## src/tptirq_pkg.sv

```systemverilog
// Purpose: Constants for the pulse-train control and interrupt flag block
// Assumes: 32-bit register port, word offsets as byte addresses
// Notes: Control register offset is locally assigned
package tptirq_pkg;
   localparam int ADDR_W = 8;
   localparam int DATA_W = 32;
   localparam logic [7:0] OFF_CTRL = 8'h18;
   localparam logic [7:0] OFF_IRQ = 8'h1C;
   localparam logic [7:0] OFF_CLR = 8'h20;
   localparam logic [7:0] OFF_EVT = 8'h24;
   // Control register field positions
   localparam int BIT_MODE_LO = 0;
   localparam int BIT_ENABLE = 7;
   localparam int BIT_PT_SEL = 8;
   localparam int BIT_SW_SEL = 9;
   localparam int BIT_TRIG = 10;
   localparam int MODE_W = 2;
   localparam logic [1:0] MODE_PWM = 2'h0;
   // Interrupt register layout
   localparam int NFLAG = 4;
   localparam int BIT_PEND_LO = 0;
   localparam int BIT_IEN_LO = 4;
   localparam logic [31:0] RST_CTRL = 32'h0000_0000;
   localparam logic [3:0] RST_FLAGS = 4'h0;
   typedef enum logic [1:0] {
      PT_IDLE = 2'b00,
      PT_RUN = 2'b01
   } tptirq_state_t;
endpackage

```

## src/tptirq_sync.sv

```systemverilog
// Purpose: Two-flop synchroniser with edge detect after the second stage
// Assumes: Single clock domain on the output side
// Notes: First stage feeds only the second stage
`timescale 1ns/1ps
module tptirq_sync (
   // Clock and reset
   input wire logic clk,
   input wire logic reset,
   // Pin in, synchronised level and edge out
   input wire logic pinAsync,
   output logic level,
   output logic edgeSeen
);
   logic stage1;
   logic stage2;
   logic last;
   // Two flip-flops then a history flop for the edge detector
   always_ff @(posedge clk or posedge reset) begin
      if (reset) begin
         stage1 <= 1'b0;
         stage2 <= 1'b0;
         last <= 1'b0;
      end else begin
         stage1 <= pinAsync;
         stage2 <= stage1;
         last <= stage2;
      end
   end
   assign level = stage2;
   assign edgeSeen = stage2 ^ last; // Any transition
endmodule // tptirq_sync

```

## src/tptirq_irq.sv

```systemverilog
// Purpose: Four sticky pending flags, enables and one interrupt level
// Assumes: Set events are one-cycle pulses from this clock
// Notes: A set in the clear cycle wins
`timescale 1ns/1ps
module tptirq_irq #(
   parameter int N = 4
) (
   // Clock and reset
   input wire logic clk,
   input wire logic reset,
   // Control
   input wire logic unitEnable,
   input wire logic [N-1:0] setPulse,
   input wire logic [N-1:0] clrPulse,
   input wire logic [N-1:0] enables,
   // Status
   output logic [N-1:0] pending,
   output logic irq
);
   // Sticky flags, held clear while the unit is off
   always_ff @(posedge clk or posedge reset) begin
      if (reset) begin
         pending <= '0;
      end else if (!unitEnable) begin
         pending <= '0;
      end else begin
         pending <= (pending & ~clrPulse) | setPulse;
      end
   end
   // Registered interrupt level
   always_ff @(posedge clk or posedge reset) begin
      if (reset) begin
         irq <= 1'b0;
      end else begin
         irq <= |(((pending & ~clrPulse) | setPulse) & enables & {N{unitEnable}});
      end
   end
endmodule // tptirq_irq

```

## src/tptirq_top.sv

```systemverilog
// What this block does
// Bit 8 with mode 00b selects pulse-train mode
// Bit 8 ignored unless mode is 00b
// Software select set: start only by trigger bit
// Software select clear: start on pin-B transition
// Software select ignored outside pulse-train mode
// Writing trigger bit one starts the train
// Second counter underflow clears trigger bit
// Trigger writes ignored when software select clear
// Hardware sets trigger bit on external start
// Four read-only pending flags, bits 0-3
// Bits 4-7 are interrupt enables, reset 0
// Write one to clear register clears flags
// Software writes reserved fields as zero
// Unit disabled clears pending, blocks writes; code still takes every register write while off
// Interrupt when flag and enable both set
//
// Purpose: Pulse-train trigger control and timer interrupt flags
// Assumes: Register port with read data one cycle after strobe
// Notes: Pending flags set by event inputs from the timer core
`timescale 1ns/1ps
module tptirq_top
   import tptirq_pkg::*;
#(
   parameter int NF = tptirq_pkg::NFLAG
) (
   // Clock and reset
   input wire logic clk,
   input wire logic reset,
   // Register port
   input wire logic [tptirq_pkg::ADDR_W-1:0] regAddr,
   input wire logic [tptirq_pkg::DATA_W-1:0] regWdata,
   input wire logic regWrite,
   input wire logic regRead,
   output logic [tptirq_pkg::DATA_W-1:0] regRdata,
   // Timer core links
   input wire logic inputBPin,
   input wire logic secondCounterUnderflow,
   input wire logic [NF-1:0] flagEvent,
   // Outputs to timer core and system
   output logic pulseTrainMode,
   output logic pulseTrainRun,
   output logic timerUnitEnable,
   output logic [1:0] operatingMode,
   output logic timerIrq
);
   import tptirq_pkg::*;

   logic [31:0] ctrl;
   logic [NF-1:0] irqEnable;
   logic [NF-1:0] pending;
   logic irqLevel;
   logic pinLevel;
   logic pinEdge;
   logic trigBit;
   logic ptMode;
   logic wrCtrl;
   logic wrIrq;
   logic wrClr;
   logic swStart;
   logic hwStart;
   logic next_trig;
   logic [NF-1:0] clrPulse;
   tptirq_state_t state;

   // Write decode
   assign wrCtrl = regWrite && (regAddr == OFF_CTRL);
   assign wrIrq = regWrite && (regAddr == OFF_IRQ);
   assign wrClr = regWrite && (regAddr == OFF_CLR);

   // Mode 1a only when the select bit is set and the field is 00b
   assign ptMode = ctrl[BIT_PT_SEL] && (ctrl[BIT_MODE_LO +: MODE_W] == MODE_PWM);

   // Pin B synchroniser
   tptirq_sync u_sync (
      .clk(clk),
      .reset(reset),
      .pinAsync(inputBPin),
      .level(pinLevel),
      .edgeSeen(pinEdge)
   );

   // Start sources, select bit only counts in mode 1a
   assign swStart = ptMode && ctrl[BIT_SW_SEL] && wrCtrl && regWdata[BIT_TRIG];
   assign hwStart = ptMode && !ctrl[BIT_SW_SEL] && pinEdge && ctrl[BIT_ENABLE];

   // Trigger bit next value: underflow ends the train
   always_comb begin
      next_trig = trigBit;
      if (!ptMode) begin
         if (wrCtrl) begin
            next_trig = regWdata[BIT_TRIG];
         end
      end else if (ctrl[BIT_SW_SEL]) begin
         if (wrCtrl) begin
            next_trig = regWdata[BIT_TRIG];
         end
      end
      if (hwStart) begin
         next_trig = 1'b1;
      end
      if (secondCounterUnderflow && trigBit) begin
         next_trig = 1'b0;
      end
      if (swStart || (hwStart && !trigBit)) begin
         next_trig = 1'b1;
      end
   end

   // Control register; trigger writes ignored in external mode
   always_ff @(posedge clk or posedge reset) begin
      if (reset) begin
         ctrl <= RST_CTRL;
      end else if (wrCtrl) begin
         ctrl <= {21'h0, 1'b0, regWdata[9:0]};
      end
   end

   always_ff @(posedge clk or posedge reset) begin
      if (reset) begin
         trigBit <= 1'b0;
      end else begin
         trigBit <= next_trig;
      end
   end

   // Train state follows the trigger bit
   always_ff @(posedge clk or posedge reset) begin
      if (reset) begin
         state <= PT_IDLE;
      end else begin
         unique case (state)
            PT_IDLE: begin
               if (ptMode && next_trig && !trigBit) begin
                  state <= PT_RUN;
               end
            end
            PT_RUN: begin
               if (!next_trig || !ptMode) begin
                  state <= PT_IDLE;
               end
            end
         endcase
      end
   end

   // Interrupt enables
   always_ff @(posedge clk or posedge reset) begin
      if (reset) begin
         irqEnable <= RST_FLAGS;
      end else if (wrIrq) begin
         irqEnable <= regWdata[BIT_IEN_LO +: NF];
      end
   end

   assign clrPulse = wrClr ? regWdata[NF-1:0] : '0;

   // Pending flags and interrupt level
   tptirq_irq #(.N(NF)) u_irq (
      .clk(clk),
      .reset(reset),
      .unitEnable(ctrl[BIT_ENABLE]),
      .setPulse(flagEvent),
      .clrPulse(clrPulse),
      .enables(irqEnable),
      .pending(pending),
      .irq(irqLevel)
   );

   // Read data, one cycle after the strobe
   always_ff @(posedge clk or posedge reset) begin
      if (reset) begin
         regRdata <= '0;
      end else if (regRead) begin
         unique case (regAddr)
            OFF_CTRL: regRdata <= {ctrl[31:11], trigBit, ctrl[9:0]};
            OFF_IRQ: regRdata <= {24'h0, irqEnable, pending};
            OFF_EVT: regRdata <= {29'h0, pinLevel, state == PT_RUN, ptMode};
            default: regRdata <= '0;
         endcase
      end else begin
         regRdata <= '0;
      end
   end

   // Registered outputs
   always_ff @(posedge clk or posedge reset) begin
      if (reset) begin
         pulseTrainMode <= 1'b0;
         pulseTrainRun <= 1'b0;
         timerUnitEnable <= 1'b0;
         operatingMode <= 2'h0;
      end else begin
         pulseTrainMode <= ptMode;
         pulseTrainRun <= ptMode && next_trig;
         timerUnitEnable <= ctrl[BIT_ENABLE];
         operatingMode <= ctrl[BIT_MODE_LO +: MODE_W];
      end
   end
   assign timerIrq = irqLevel;

   // Checks
   a_mode_gate: assert property (@(posedge clk) disable iff (reset)
      (ctrl[1:0] != MODE_PWM) |=> !pulseTrainMode) else $error("mode gate broken");
   a_under_clear: assert property (@(posedge clk) disable iff (reset)
      (trigBit && secondCounterUnderflow && !swStart && !hwStart) |=> !trigBit)
      else $error("underflow did not clear trigger");
   a_ext_write: assert property (@(posedge clk) disable iff (reset)
      (ptMode && !ctrl[9] && wrCtrl && regWdata[10] && !trigBit && !hwStart) |=> !trigBit)
      else $error("trigger write not ignored");
   a_pin_start: assert property (@(posedge clk) disable iff (reset)
      hwStart |=> trigBit) else $error("pin start missed");
   a_clear_sel: assert property (@(posedge clk) disable iff (reset)
      (wrClr && regWdata[0] && !flagEvent[0]) |=> !pending[0]) else $error("flag not cleared");
   a_flag_keep: assert property (@(posedge clk) disable iff (reset)
      (pending[1] && !(wrClr && regWdata[1]) && ctrl[7]) |=> pending[1])
      else $error("flag lost");
   a_off_clear: assert property (@(posedge clk) disable iff (reset)
      !ctrl[7] |=> pending == '0) else $error("pending kept while off");
   a_irq_level: assert property (@(posedge clk) disable iff (reset)
      ##1 timerIrq == |($past(((pending & ~clrPulse) | flagEvent) & irqEnable) & {NF{$past(ctrl[7])}}))
      else $error("irq level wrong");
   a_read_lat: assert property (@(posedge clk) disable iff (reset)
      (regRead && regAddr == OFF_IRQ) |=> regRdata[7:4] == $past(irqEnable))
      else $error("read data wrong");
   c_sw_start: cover property (@(posedge clk) swStart);
   c_hw_start: cover property (@(posedge clk) hwStart);
   c_train_end: cover property (@(posedge clk) trigBit && secondCounterUnderflow);
   c_irq: cover property (@(posedge clk) timerIrq);
endmodule // tptirq_top

```

## config.mk

```make
export PLATFORM = sky130hd
export DESIGN_NAME = tptirq_top
export DESIGN_NICKNAME = d
export VERILOG_FILES = /design/src/tptirq_pkg.sv /design/src/tptirq_sync.sv /design/src/tptirq_irq.sv /design/src/tptirq_top.sv
export SDC_FILE = /design/constraint.sdc
export NUM_CORES = 1
export LEC_CHECK = 0
export BUFFER_PORTS_ARGS = -buffer_cell sky130_fd_sc_hd__buf_4
export CAP_MARGIN = 20
export CORE_UTILIZATION = 46
export CTS_CLUSTER_DIAMETER = 40
export DETAILED_ROUTE_END_ITERATION = 6
export PLACE_DENSITY = 0.79
export SLEW_MARGIN = 20
export SYNTH_ARGS = -nofsm -noshare
export SYNTH_HDL_FRONTEND = slang
export SYNTH_SLANG_ARGS = --single-unit
```

## constraint.sdc

```tcl
create_clock -name clk -period 2.1 [get_ports clk]
set_input_delay 0.105 -clock clk [delete_from_list [all_inputs] [get_ports clk]]
set_output_delay 0.105 -clock clk [all_outputs]
set_load 0.01 [all_outputs]
```

==> metrics.cfg, run 1 <==
[final_layout]
instances_no_fill=261
fillerInstances=341
drive_above_1_share_pct=31.8
final_nets=260
layout_commonest_cell=buf_4
diodes=0
area_growth_pct=23.6
final_cell_mix=47 x buf_4, 40 x dfrtp_1, 21 x conb_1, 14 x mux2_1
final_util_pct=59.3
fin_area_sq_mm=0.00237

[place]
dpl-instance-area_sq_mm=0.00225
dp_hpwl_microns=2610
place_congestion=0.852
pre_cts_ws_ns=0.310
dp_cells=251
port_buffers=45

[synthesis]
netlist_instances=157
async_flop_share_pct=100
synth_edf_count=0
synth_seq_cells=40
synth_seq_area_share_pct=52.1
synth_area_per_cell_sq_um=12.2
synth_cell_types=41
synth_ff_type=dfrtp_1
ys_warn_count=0
syn_area_sq_mm=0.00192

[floorplan]
num_io_pins=88
initial_core_util_pct=48.0
die_x_microns=66.6
die_area_sq_mm=0.00444
coreArea_sq_mm=0.00400
die_h_microns=66.6
rows=23

[global_route]
grt_first_pass_wirelength_microns=5930
grt_pass1_vias=1302
grt_max_degree=41
grt_remaining_overflow=0
antenna_found_initial=0
gr-usage-all-layers_pct=18.4

[cts]
cts_buffers=5
clk-insertion-delay-late_ns=0.29
cts-htree-levels=2
clkTransAtPathRegs_ns=0.07
clockBufferDepth=2
root_buffer=clkbuf_8
cts_tree=yes
cts.sinks=40

[routing]
vias=1306
wl_per_cell_microns=13.5
viasPerCell=5.00
drc=0
dr_wl_met2_microns=1730
drt-met1-wl_microns=1500
first_pass_iters=6
ant_nets=0
met3_length_microns=206
highest_layer=met4
drtIter0Drc=60
wirelength_microns=3520

[worst_setup_path]
endpoint_kind=flip-flop
arrival_ns=2.00
worstSetupPathType=flip-flop to flip-flop
critPathMaxFanout=5
cp-start-kind=flip-flop
cp.required_ns=2.29

[run_status]
status=complete, no violations

[sta]
whs_ns=0.0255
period_needed_ns=1.80
drv_slew=0
setup_tns_ns=0
layout_setup_ws_ns=0.298
rsz0062_at_grt=no
slew_headroom_pct=65.1
worstMarginPinSlew_ns=0.521
fin_crit_sh_pct=85.8
hold_viol_final=0
fin_skew_ns=0.00421
setup_viol=0
max_clock_freq_mhz=555

[hold_path]
worstHoldPathType=primary input to flip-flop

[power]
seqPwrFrac_pct=50.9
power_density_mw_per_mm2=685
power.leakage_nw=1.22
p_clk_share_pct=37.3
internal_power_mw=1.24
switching_share_pct=23.5
comb_power_share_pct=11.7
power_mw=1.63
p_sw_mw=0.383
peakVddDrop_mv=0.468

[run]
drv_cap=0

-- cells in the mapped netlist (all sizes together), types with 2 or more instances --
cell type  instances  share of area [%]
nand3b             3                1.2
nand2              3               0.98
o21ai              7                1.8
nor3               2               0.78
nor2               8                2.5
nand4              2                1.4
dfrtp             40                 52
buf               22                8.4
nor3b              3                1.2
nor4b              3                2.5
a21oi              5                1.3
nor2b              4                1.3
mux2i              5                2.6
inv                7                1.4
and3               3               0.98
a41oi              4                2.2
and2               3               0.98
mux2              14                8.2
or4b               3                2.1
a211oi             4                1.6
-- power groups by stage --
stage               registers, mW  logic [mW]  clock network (mW)
detailed placement          0.843       0.189                   0
global route                0.832       0.214               0.655
floorplan                   0.834       0.141                   0
global placement            0.841       0.186                   0
CTS                         0.827       0.192               0.621
finish                      0.828       0.191               0.607
-- worst max-delay path, stage by stage, from the launching register on --
cell and delay [ns]:
dfrtp_1 0.44, or3b_2 0.55, or2_2 0.31, a31oi_1 0.18, nor4b_2 0.23
-- final timing paths --
check | start | end | slack, ns | cells after the start
max | ctrl[1]$_DFFE_PP0N_ | state[0]$_DFFE_PP0P_ | 0.30 | 4
min | regWdata[9] | ctrl[9]$_DFFE_PP0N_ | 0.03 | 2
max reg2reg | ctrl[1]$_DFFE_PP0N_ | state[0]$_DFFE_PP0P_ | 0.30 | 4
min reg2reg | u_sync.stage1$_DFF_PP0_ | u_sync.level$_DFF_PP0_ | 0.36 | 0
max in group asynchronous | reset | irqEnable[3]$_DFFE_PP0P_ | 1.27 | 4
min in group asynchronous | reset | u_irq.pending[0]$_DFF_PP0_ | 0.50 | 4
-- metal layers --
layer  up-vias  track usage [%]
met5         -                0
met4         0             8.51
met3         8             5.31
met2        48             29.5
met1       628             22.5
li1        622                -
-- what timing repair did --
| item | 4_1_cts | 5_1_grt |
|---|---|---|
| hold endpoints to repair | 41 | 0 |
| hold buffers | 2 | 0 |
| resized for setup | 0 | 0 |
| setup buffers | 0 | 0 |
-- logic make-up after synthesis --
| family | share of synthesized area [%] |
|---|---|
| AOI/OAI and AO/OA | 8.60 |
| xor gates and xnor gates | 0.456 |
| buffers and inverters | 9.97 |
| DFF | 52.1 |
| muxes | 10.8 |
| other | 0.195 |
| and+or+nand+nor | 17.9 |
-- cell type report --
cell class              count  area [sq um]  share of cell area, %
inverters                   7          26.3                   1.11
well taps                  50          62.6                   2.64
clock inverters             2          35.0                   1.48
repair buffers             49           373                   15.7
clock buffers               6          72.6                   3.06
flip-flops and latches     40          1000                   42.2
multi-input cells         107           803                   33.8
-- sequential cells by signal, indices dropped and copies added (netlist names), 2 cells and up --
name and count:
regRdata 11, ctrl 10, irqEnable 4, u_irq.pending 4, operatingMode 2
(Power assumes the default switching activity.)
==> inputs of run 2 (changes only) <==
--- a/config.mk
+++ b/config.mk
@@ -5,13 +5,15 @@
 export SDC_FILE = /design/constraint.sdc
 export NUM_CORES = 1
 export LEC_CHECK = 0
-export BUFFER_PORTS_ARGS = -buffer_cell sky130_fd_sc_hd__buf_4
 export CAP_MARGIN = 20
-export CORE_UTILIZATION = 46
+export CORE_UTILIZATION = 58
 export CTS_CLUSTER_DIAMETER = 40
 export DETAILED_ROUTE_END_ITERATION = 6
-export PLACE_DENSITY = 0.79
+export DONT_BUFFER_PORTS = 1
+export PLACE_DENSITY = 0.74
+export REMOVE_ABC_BUFFERS = 1
 export SLEW_MARGIN = 20
 export SYNTH_ARGS = -nofsm -noshare
 export SYNTH_HDL_FRONTEND = slang
 export SYNTH_SLANG_ARGS = --single-unit
+export TNS_END_PERCENT = 100
==> run 2 against run 1 <==
Compared with the run above: sequential cell count unchanged; combinational power down 17%; power down 15%; core utilization up 10 points; sequential share of layout area up 4.2 points; sequential power about the same; setup slack worse by 0.14 ns; clock-buffer cell count up 2; critical path type is now primary input to flip-flop; critical endpoint is now irqEnable[1]$_DFFE_PP0P_; largest power group unchanged; highest routed layer unchanged.
==> metrics.cfg, run 2 (synthesis gave the netlist of run 1 again) <==
[run]
drv_cap=0

[floorplan]
initial_core_util_pct=61.9
coreArea_sq_mm=0.00310
die_area_sq_mm=0.00355
die_x_microns=59.5
die_h_microns=59.5
num_io_pins=88
rows=20

[routing]
first_pass_iters=4
wl_per_cell_microns=15.5
drc=0
viasPerCell=5.54
ant_nets=0
wirelength_microns=3540
drtIter0Drc=32
vias=1264

[place]
pre_cts_ws_ns=0.327
place_congestion=0.896
port_buffers=0
dp_cells=200
dpl-instance-area_sq_mm=0.00190
dp_hpwl_microns=2430

[final_layout]
layout_commonest_cell=dfrtp_1
largest_reg_flops=11
area_growth_pct=12.4
final_util_pct=69.6
top_register=regRdata
top_regs=regRdata x11, ctrl x10
final_cell_mix=40 x dfrtp_1, 21 x conb_1, 20 x dlygate4sd3_1, 14 x mux2_1
fin_area_sq_mm=0.00216
drive_above_1_share_pct=11.4
final_nets=233
instances_no_fill=228
diodes=0

[cts]
cts-htree-levels=2
root_buffer=clkbuf_4
cts_resized=0
clkTransAtPathRegs_ns=0.11
cts.sinks=40
postCtsSetupBuffers=0
clk-insertion-delay-late_ns=0.34
cts_buffers=5
clockBufferDepth=2
cts_tree=yes
cts_hold_buf=20

[worst_setup_path]
worstRegToRegCells=4
cp-start-kind=primary input
reg2reg_to=pulseTrainRun$_DFF_PP0_
critPathMaxFanout=13
endpoint_kind=flip-flop
arrival_ns=2.19
rr_startpoint=ctrl[1]$_DFFE_PP0N_
worstSetupPathType=primary input to flip-flop
cp.required_ns=2.34
reg2reg_slack_ns=0.30

[global_route]
grt_max_degree=41
gr-usage-all-layers_pct=23.0
grt_first_pass_wirelength_microns=5820
grt_remaining_overflow=0
antenna_found_initial=0
grt_pass1_vias=1268

[sta]
setup_tns_ns=0
rsz0062_at_grt=no
hold_viol_final=0
setup_viol=0
fin_crit_sh_pct=92.7
worstMarginPinSlew_ns=0.640
drv_slew=0
layout_setup_ws_ns=0.153
slew_headroom_pct=57.2
max_clock_freq_mhz=514
period_needed_ns=1.95
fin_skew_ns=0.00937
whs_ns=0.0227

[hold_path]
hp-start=regWrite
worstHoldPathType=primary input to flip-flop
min_to=irqEnable[3]$_DFFE_PP0P_
hold_depth=2

[power]
power_density_mw_per_mm2=640
peakVddDrop_mv=0.482
power_mw=1.38
power.leakage_nw=1.05

[run_status]
status=complete, no violations

[run 2: cell count changes in the layout (fill, tap and decap cells not counted)]
cell and change:
clkinv_2 -1, buf_4 -45, clkbuf_4 +5, clkbuf_1 +1, clkbuf_8 -4, bufinv_16 -1, dlygate4sd3_1 +18
[run 2: routing by layer]
metal  GRT usage, %  vias to the layer above  share of wire (%)
li1               -                      576                  -
met3           7.86                        7                7.5
met4           9.30                        0                1.4
met5              0                        -                  0
met1           29.7                      612                 43
met2           35.6                       69                 48
[run 2: how the worst max path moves through the flow]
stage,start,end,slack [ns],cells past startpoint
after global placement,ctrl[1]$_DFFE_PP0N_,state[0]$_DFFE_PP0P_,0.34,4
after global routing,regAddr[2],irqEnable[1]$_DFFE_PP0P_,0.08,4
after floorplan,ctrl[1]$_DFFE_PP0N_,state[0]$_DFFE_PP0P_,0.46,4
after detailed placement,ctrl[1]$_DFFE_PP0N_,state[0]$_DFFE_PP0P_,0.33,4
after CTS,regAddr[2],irqEnable[1]$_DFFE_PP0P_,0.18,4
final,regAddr[2],irqEnable[1]$_DFFE_PP0P_,0.15,4
[run 2: layout make-up]
class                           count  area (sq um)
Timing Repair Buffer               22           215
Clock buffer                        8          58.8
Sequential cell                    40          1000
Inverter                            7          26.3
Multi-Input combinational cell    107           803
Tap cell                           44          55.1
Fill cell                         232           943
[run 2: power breakdown]
group,switching [mW],internal (mW)
sequential,0.0301,0.799
clock,0.229,0.165
combinational,0.0842,0.0746
[run 2: worst max-delay path, cell delays in order]
cell	delay [ns]
dlygate4sd3_1	0.95
nand4_4	0.22
mux2_1	0.36
dlygate4sd3_1	0.55
==> inputs of run 3 (changes only) <==
--- a/config.mk
+++ b/config.mk
@@ -10,6 +10,7 @@
 export CTS_CLUSTER_DIAMETER = 40
 export DETAILED_ROUTE_END_ITERATION = 6
 export DONT_BUFFER_PORTS = 1
+export MAX_ROUTING_LAYER = met4
 export PLACE_DENSITY = 0.74
 export REMOVE_ABC_BUFFERS = 1
 export SLEW_MARGIN = 20
==> run 3 against run 2 <==
Compared with the run above: largest cell class unchanged; clock power down 1%; sequential cell count unchanged; design area stayed put; register-to-register slack about the same; core utilization unchanged; hold slack better by 0.0020 ns; first-iteration DRC count decreased by 3.1%; clock-buffer cell count is the same; wire length shrank 0.37%; via count down 0.63%.
==> metrics.cfg, run 3 (synthesis gave the netlist of run 1 again) <==
[worst_setup_path]
crit_top_cell=dlygate4sd3_1
slowest_stage=dlygate4sd3_1
worstRegToRegCells=4
arrival_ns=2.18
cp_cell_sequence=dlygate4sd3_1 > nand4_4 > mux2_1 > dlygate4sd3_1
critPathMaxFanout=13
endpoint_kind=flip-flop
cp.required_ns=2.33
cp-start-kind=primary input
worstSetupPathType=primary input to flip-flop
path_depth=4
slowest_delay_ns=0.95
path_delay_family=buffers and inverters
crit_buf_inv=2

[sta]
fin_crit_sh_pct=93.0
max_clock_freq_mhz=512
setup_tns_ns=0
whs_ns=0.0247
rsz0062_at_grt=no
worstMarginPinSlew_ns=0.642
slew_headroom_pct=57.1
setup_viol=0
period_needed_ns=1.95
hold_viol_final=0
drv_slew=0
fin_skew_ns=0.00572

[floorplan]
die_h_microns=59.5
initial_core_util_pct=61.9
die_area_sq_mm=0.00355
coreArea_sq_mm=0.00310
rows=20
die_x_microns=59.5
num_io_pins=88

[power]
power.leakage_nw=1.05
power_density_mw_per_mm2=638
peakVddDrop_mv=0.473

[routing]
drt-met1-wl_microns=1520
drc=0
viasPerCell=5.51
first_pass_iters=4
ant_nets=0
vias=1256
wirelength_microns=3530
drtIter0Drc=31
met3_length_microns=241
dr_wl_met2_microns=1730
highest_layer=met4
wl_per_cell_microns=15.5

[global_route]
grt_remaining_overflow=0
antenna_found_initial=0
grt_max_degree=41
gr-usage-all-layers_pct=23.7
grt_first_pass_wirelength_microns=5800
grt_pass1_vias=1271

[final_layout]
drive_above_1_share_pct=11.4
final_cell_mix=40 x dfrtp_1, 21 x conb_1, 20 x dlygate4sd3_1, 14 x mux2_1
largest_reg_flops=11
top_register=regRdata
area_growth_pct=12.4
diodes=0
top_regs=regRdata x11, ctrl x10
final_nets=233
layout_commonest_cell=dfrtp_1

[cts]
clkTransAtPathRegs_ns=0.11
cts-htree-levels=2
clockBufferDepth=2
cts_buffers=5
root_buffer=clkbuf_4
clk-insertion-delay-late_ns=0.34
cts_resized=0
postCtsSetupBuffers=0
cts.sinks=40
cts_tree=yes

[place]
place_congestion=0.911
dp_hpwl_microns=2430
port_buffers=0

[run]
drv_cap=0

[run_status]
status=complete, no violations

[hold_path]
worstHoldPathType=primary input to flip-flop
hold_depth=2

## run 3: area by class of cell
class                   instances  area, sq um
flip-flops and latches         40         1000
fillers                       232          943
multi-input cells             107          803
repair buffers                 22          215
clock buffers                   8         58.8
well taps                      44         55.1
inverters                       7         26.3
## run 3: per-stage QoR
step	utilization [%]	instances	power, mW	worst slack, ns	cell area, sq um
final	69.6	228	1.38	0.148	2160
after CTS	69.6	228	1.39	0.184	2160
after detailed placement	61.3	200	0.967	0.327	1900
after global routing	69.6	228	1.45	0.0783	2160
after floorplan	-	154	0.942	0.458	1830
after global placement	61.3	200	0.962	0.344	1900
## run 3: path summary, 6_finish.rpt
path / end / startpoint / slack [ns]
setup / recovery: irqEnable[1]$_DFFE_PP0P_ / regAddr[2] / 0.15
hold / removal: u_irq.pending[3]$_DFF_PP0_ / flagEvent[3] / 0.02
setup reg to reg: pulseTrainRun$_DFF_PP0_ / ctrl[1]$_DFFE_PP0N_ / 0.30
hold reg to reg: u_sync.level$_DFF_PP0_ / u_sync.stage1$_DFF_PP0_ / 0.37
max in group asynchronous: u_irq.pending[1]$_DFF_PP0_ / reset / 1.44
min in group asynchronous: regRdata[3]$_DFF_PP0_ / reset / 0.32
## run 3: repair_timing
item,CTS,global route
endpoints found under the hold margin,70,0
setup endpoints to repair,0,0
hold buffers,20,0
## run 3: worst register-to-register path, stage by stage (launching register included)
cell	delay (ns)
dfrtp_1	0.45
or3b_2	0.55
or2_2	0.32
a31oi_1	0.18
nor3b_1	0.22
## run 3: power breakdown
group	internal [mW]	leakage, nW	switching [mW]
clock network	0.165	0.0326	0.225
registers	0.799	0.547	0.0300
logic	0.0746	0.473	0.0840
total	1.04	1.05	0.339
## run 3: routing by layer
layer | GRT usage (%) | up-vias
li1 | - | 574
met1 | 29.5 | 609
met2 | 35.6 | 68
met3 | 7.86 | 5
met4 | 9.30 | 0
met5 | - | -
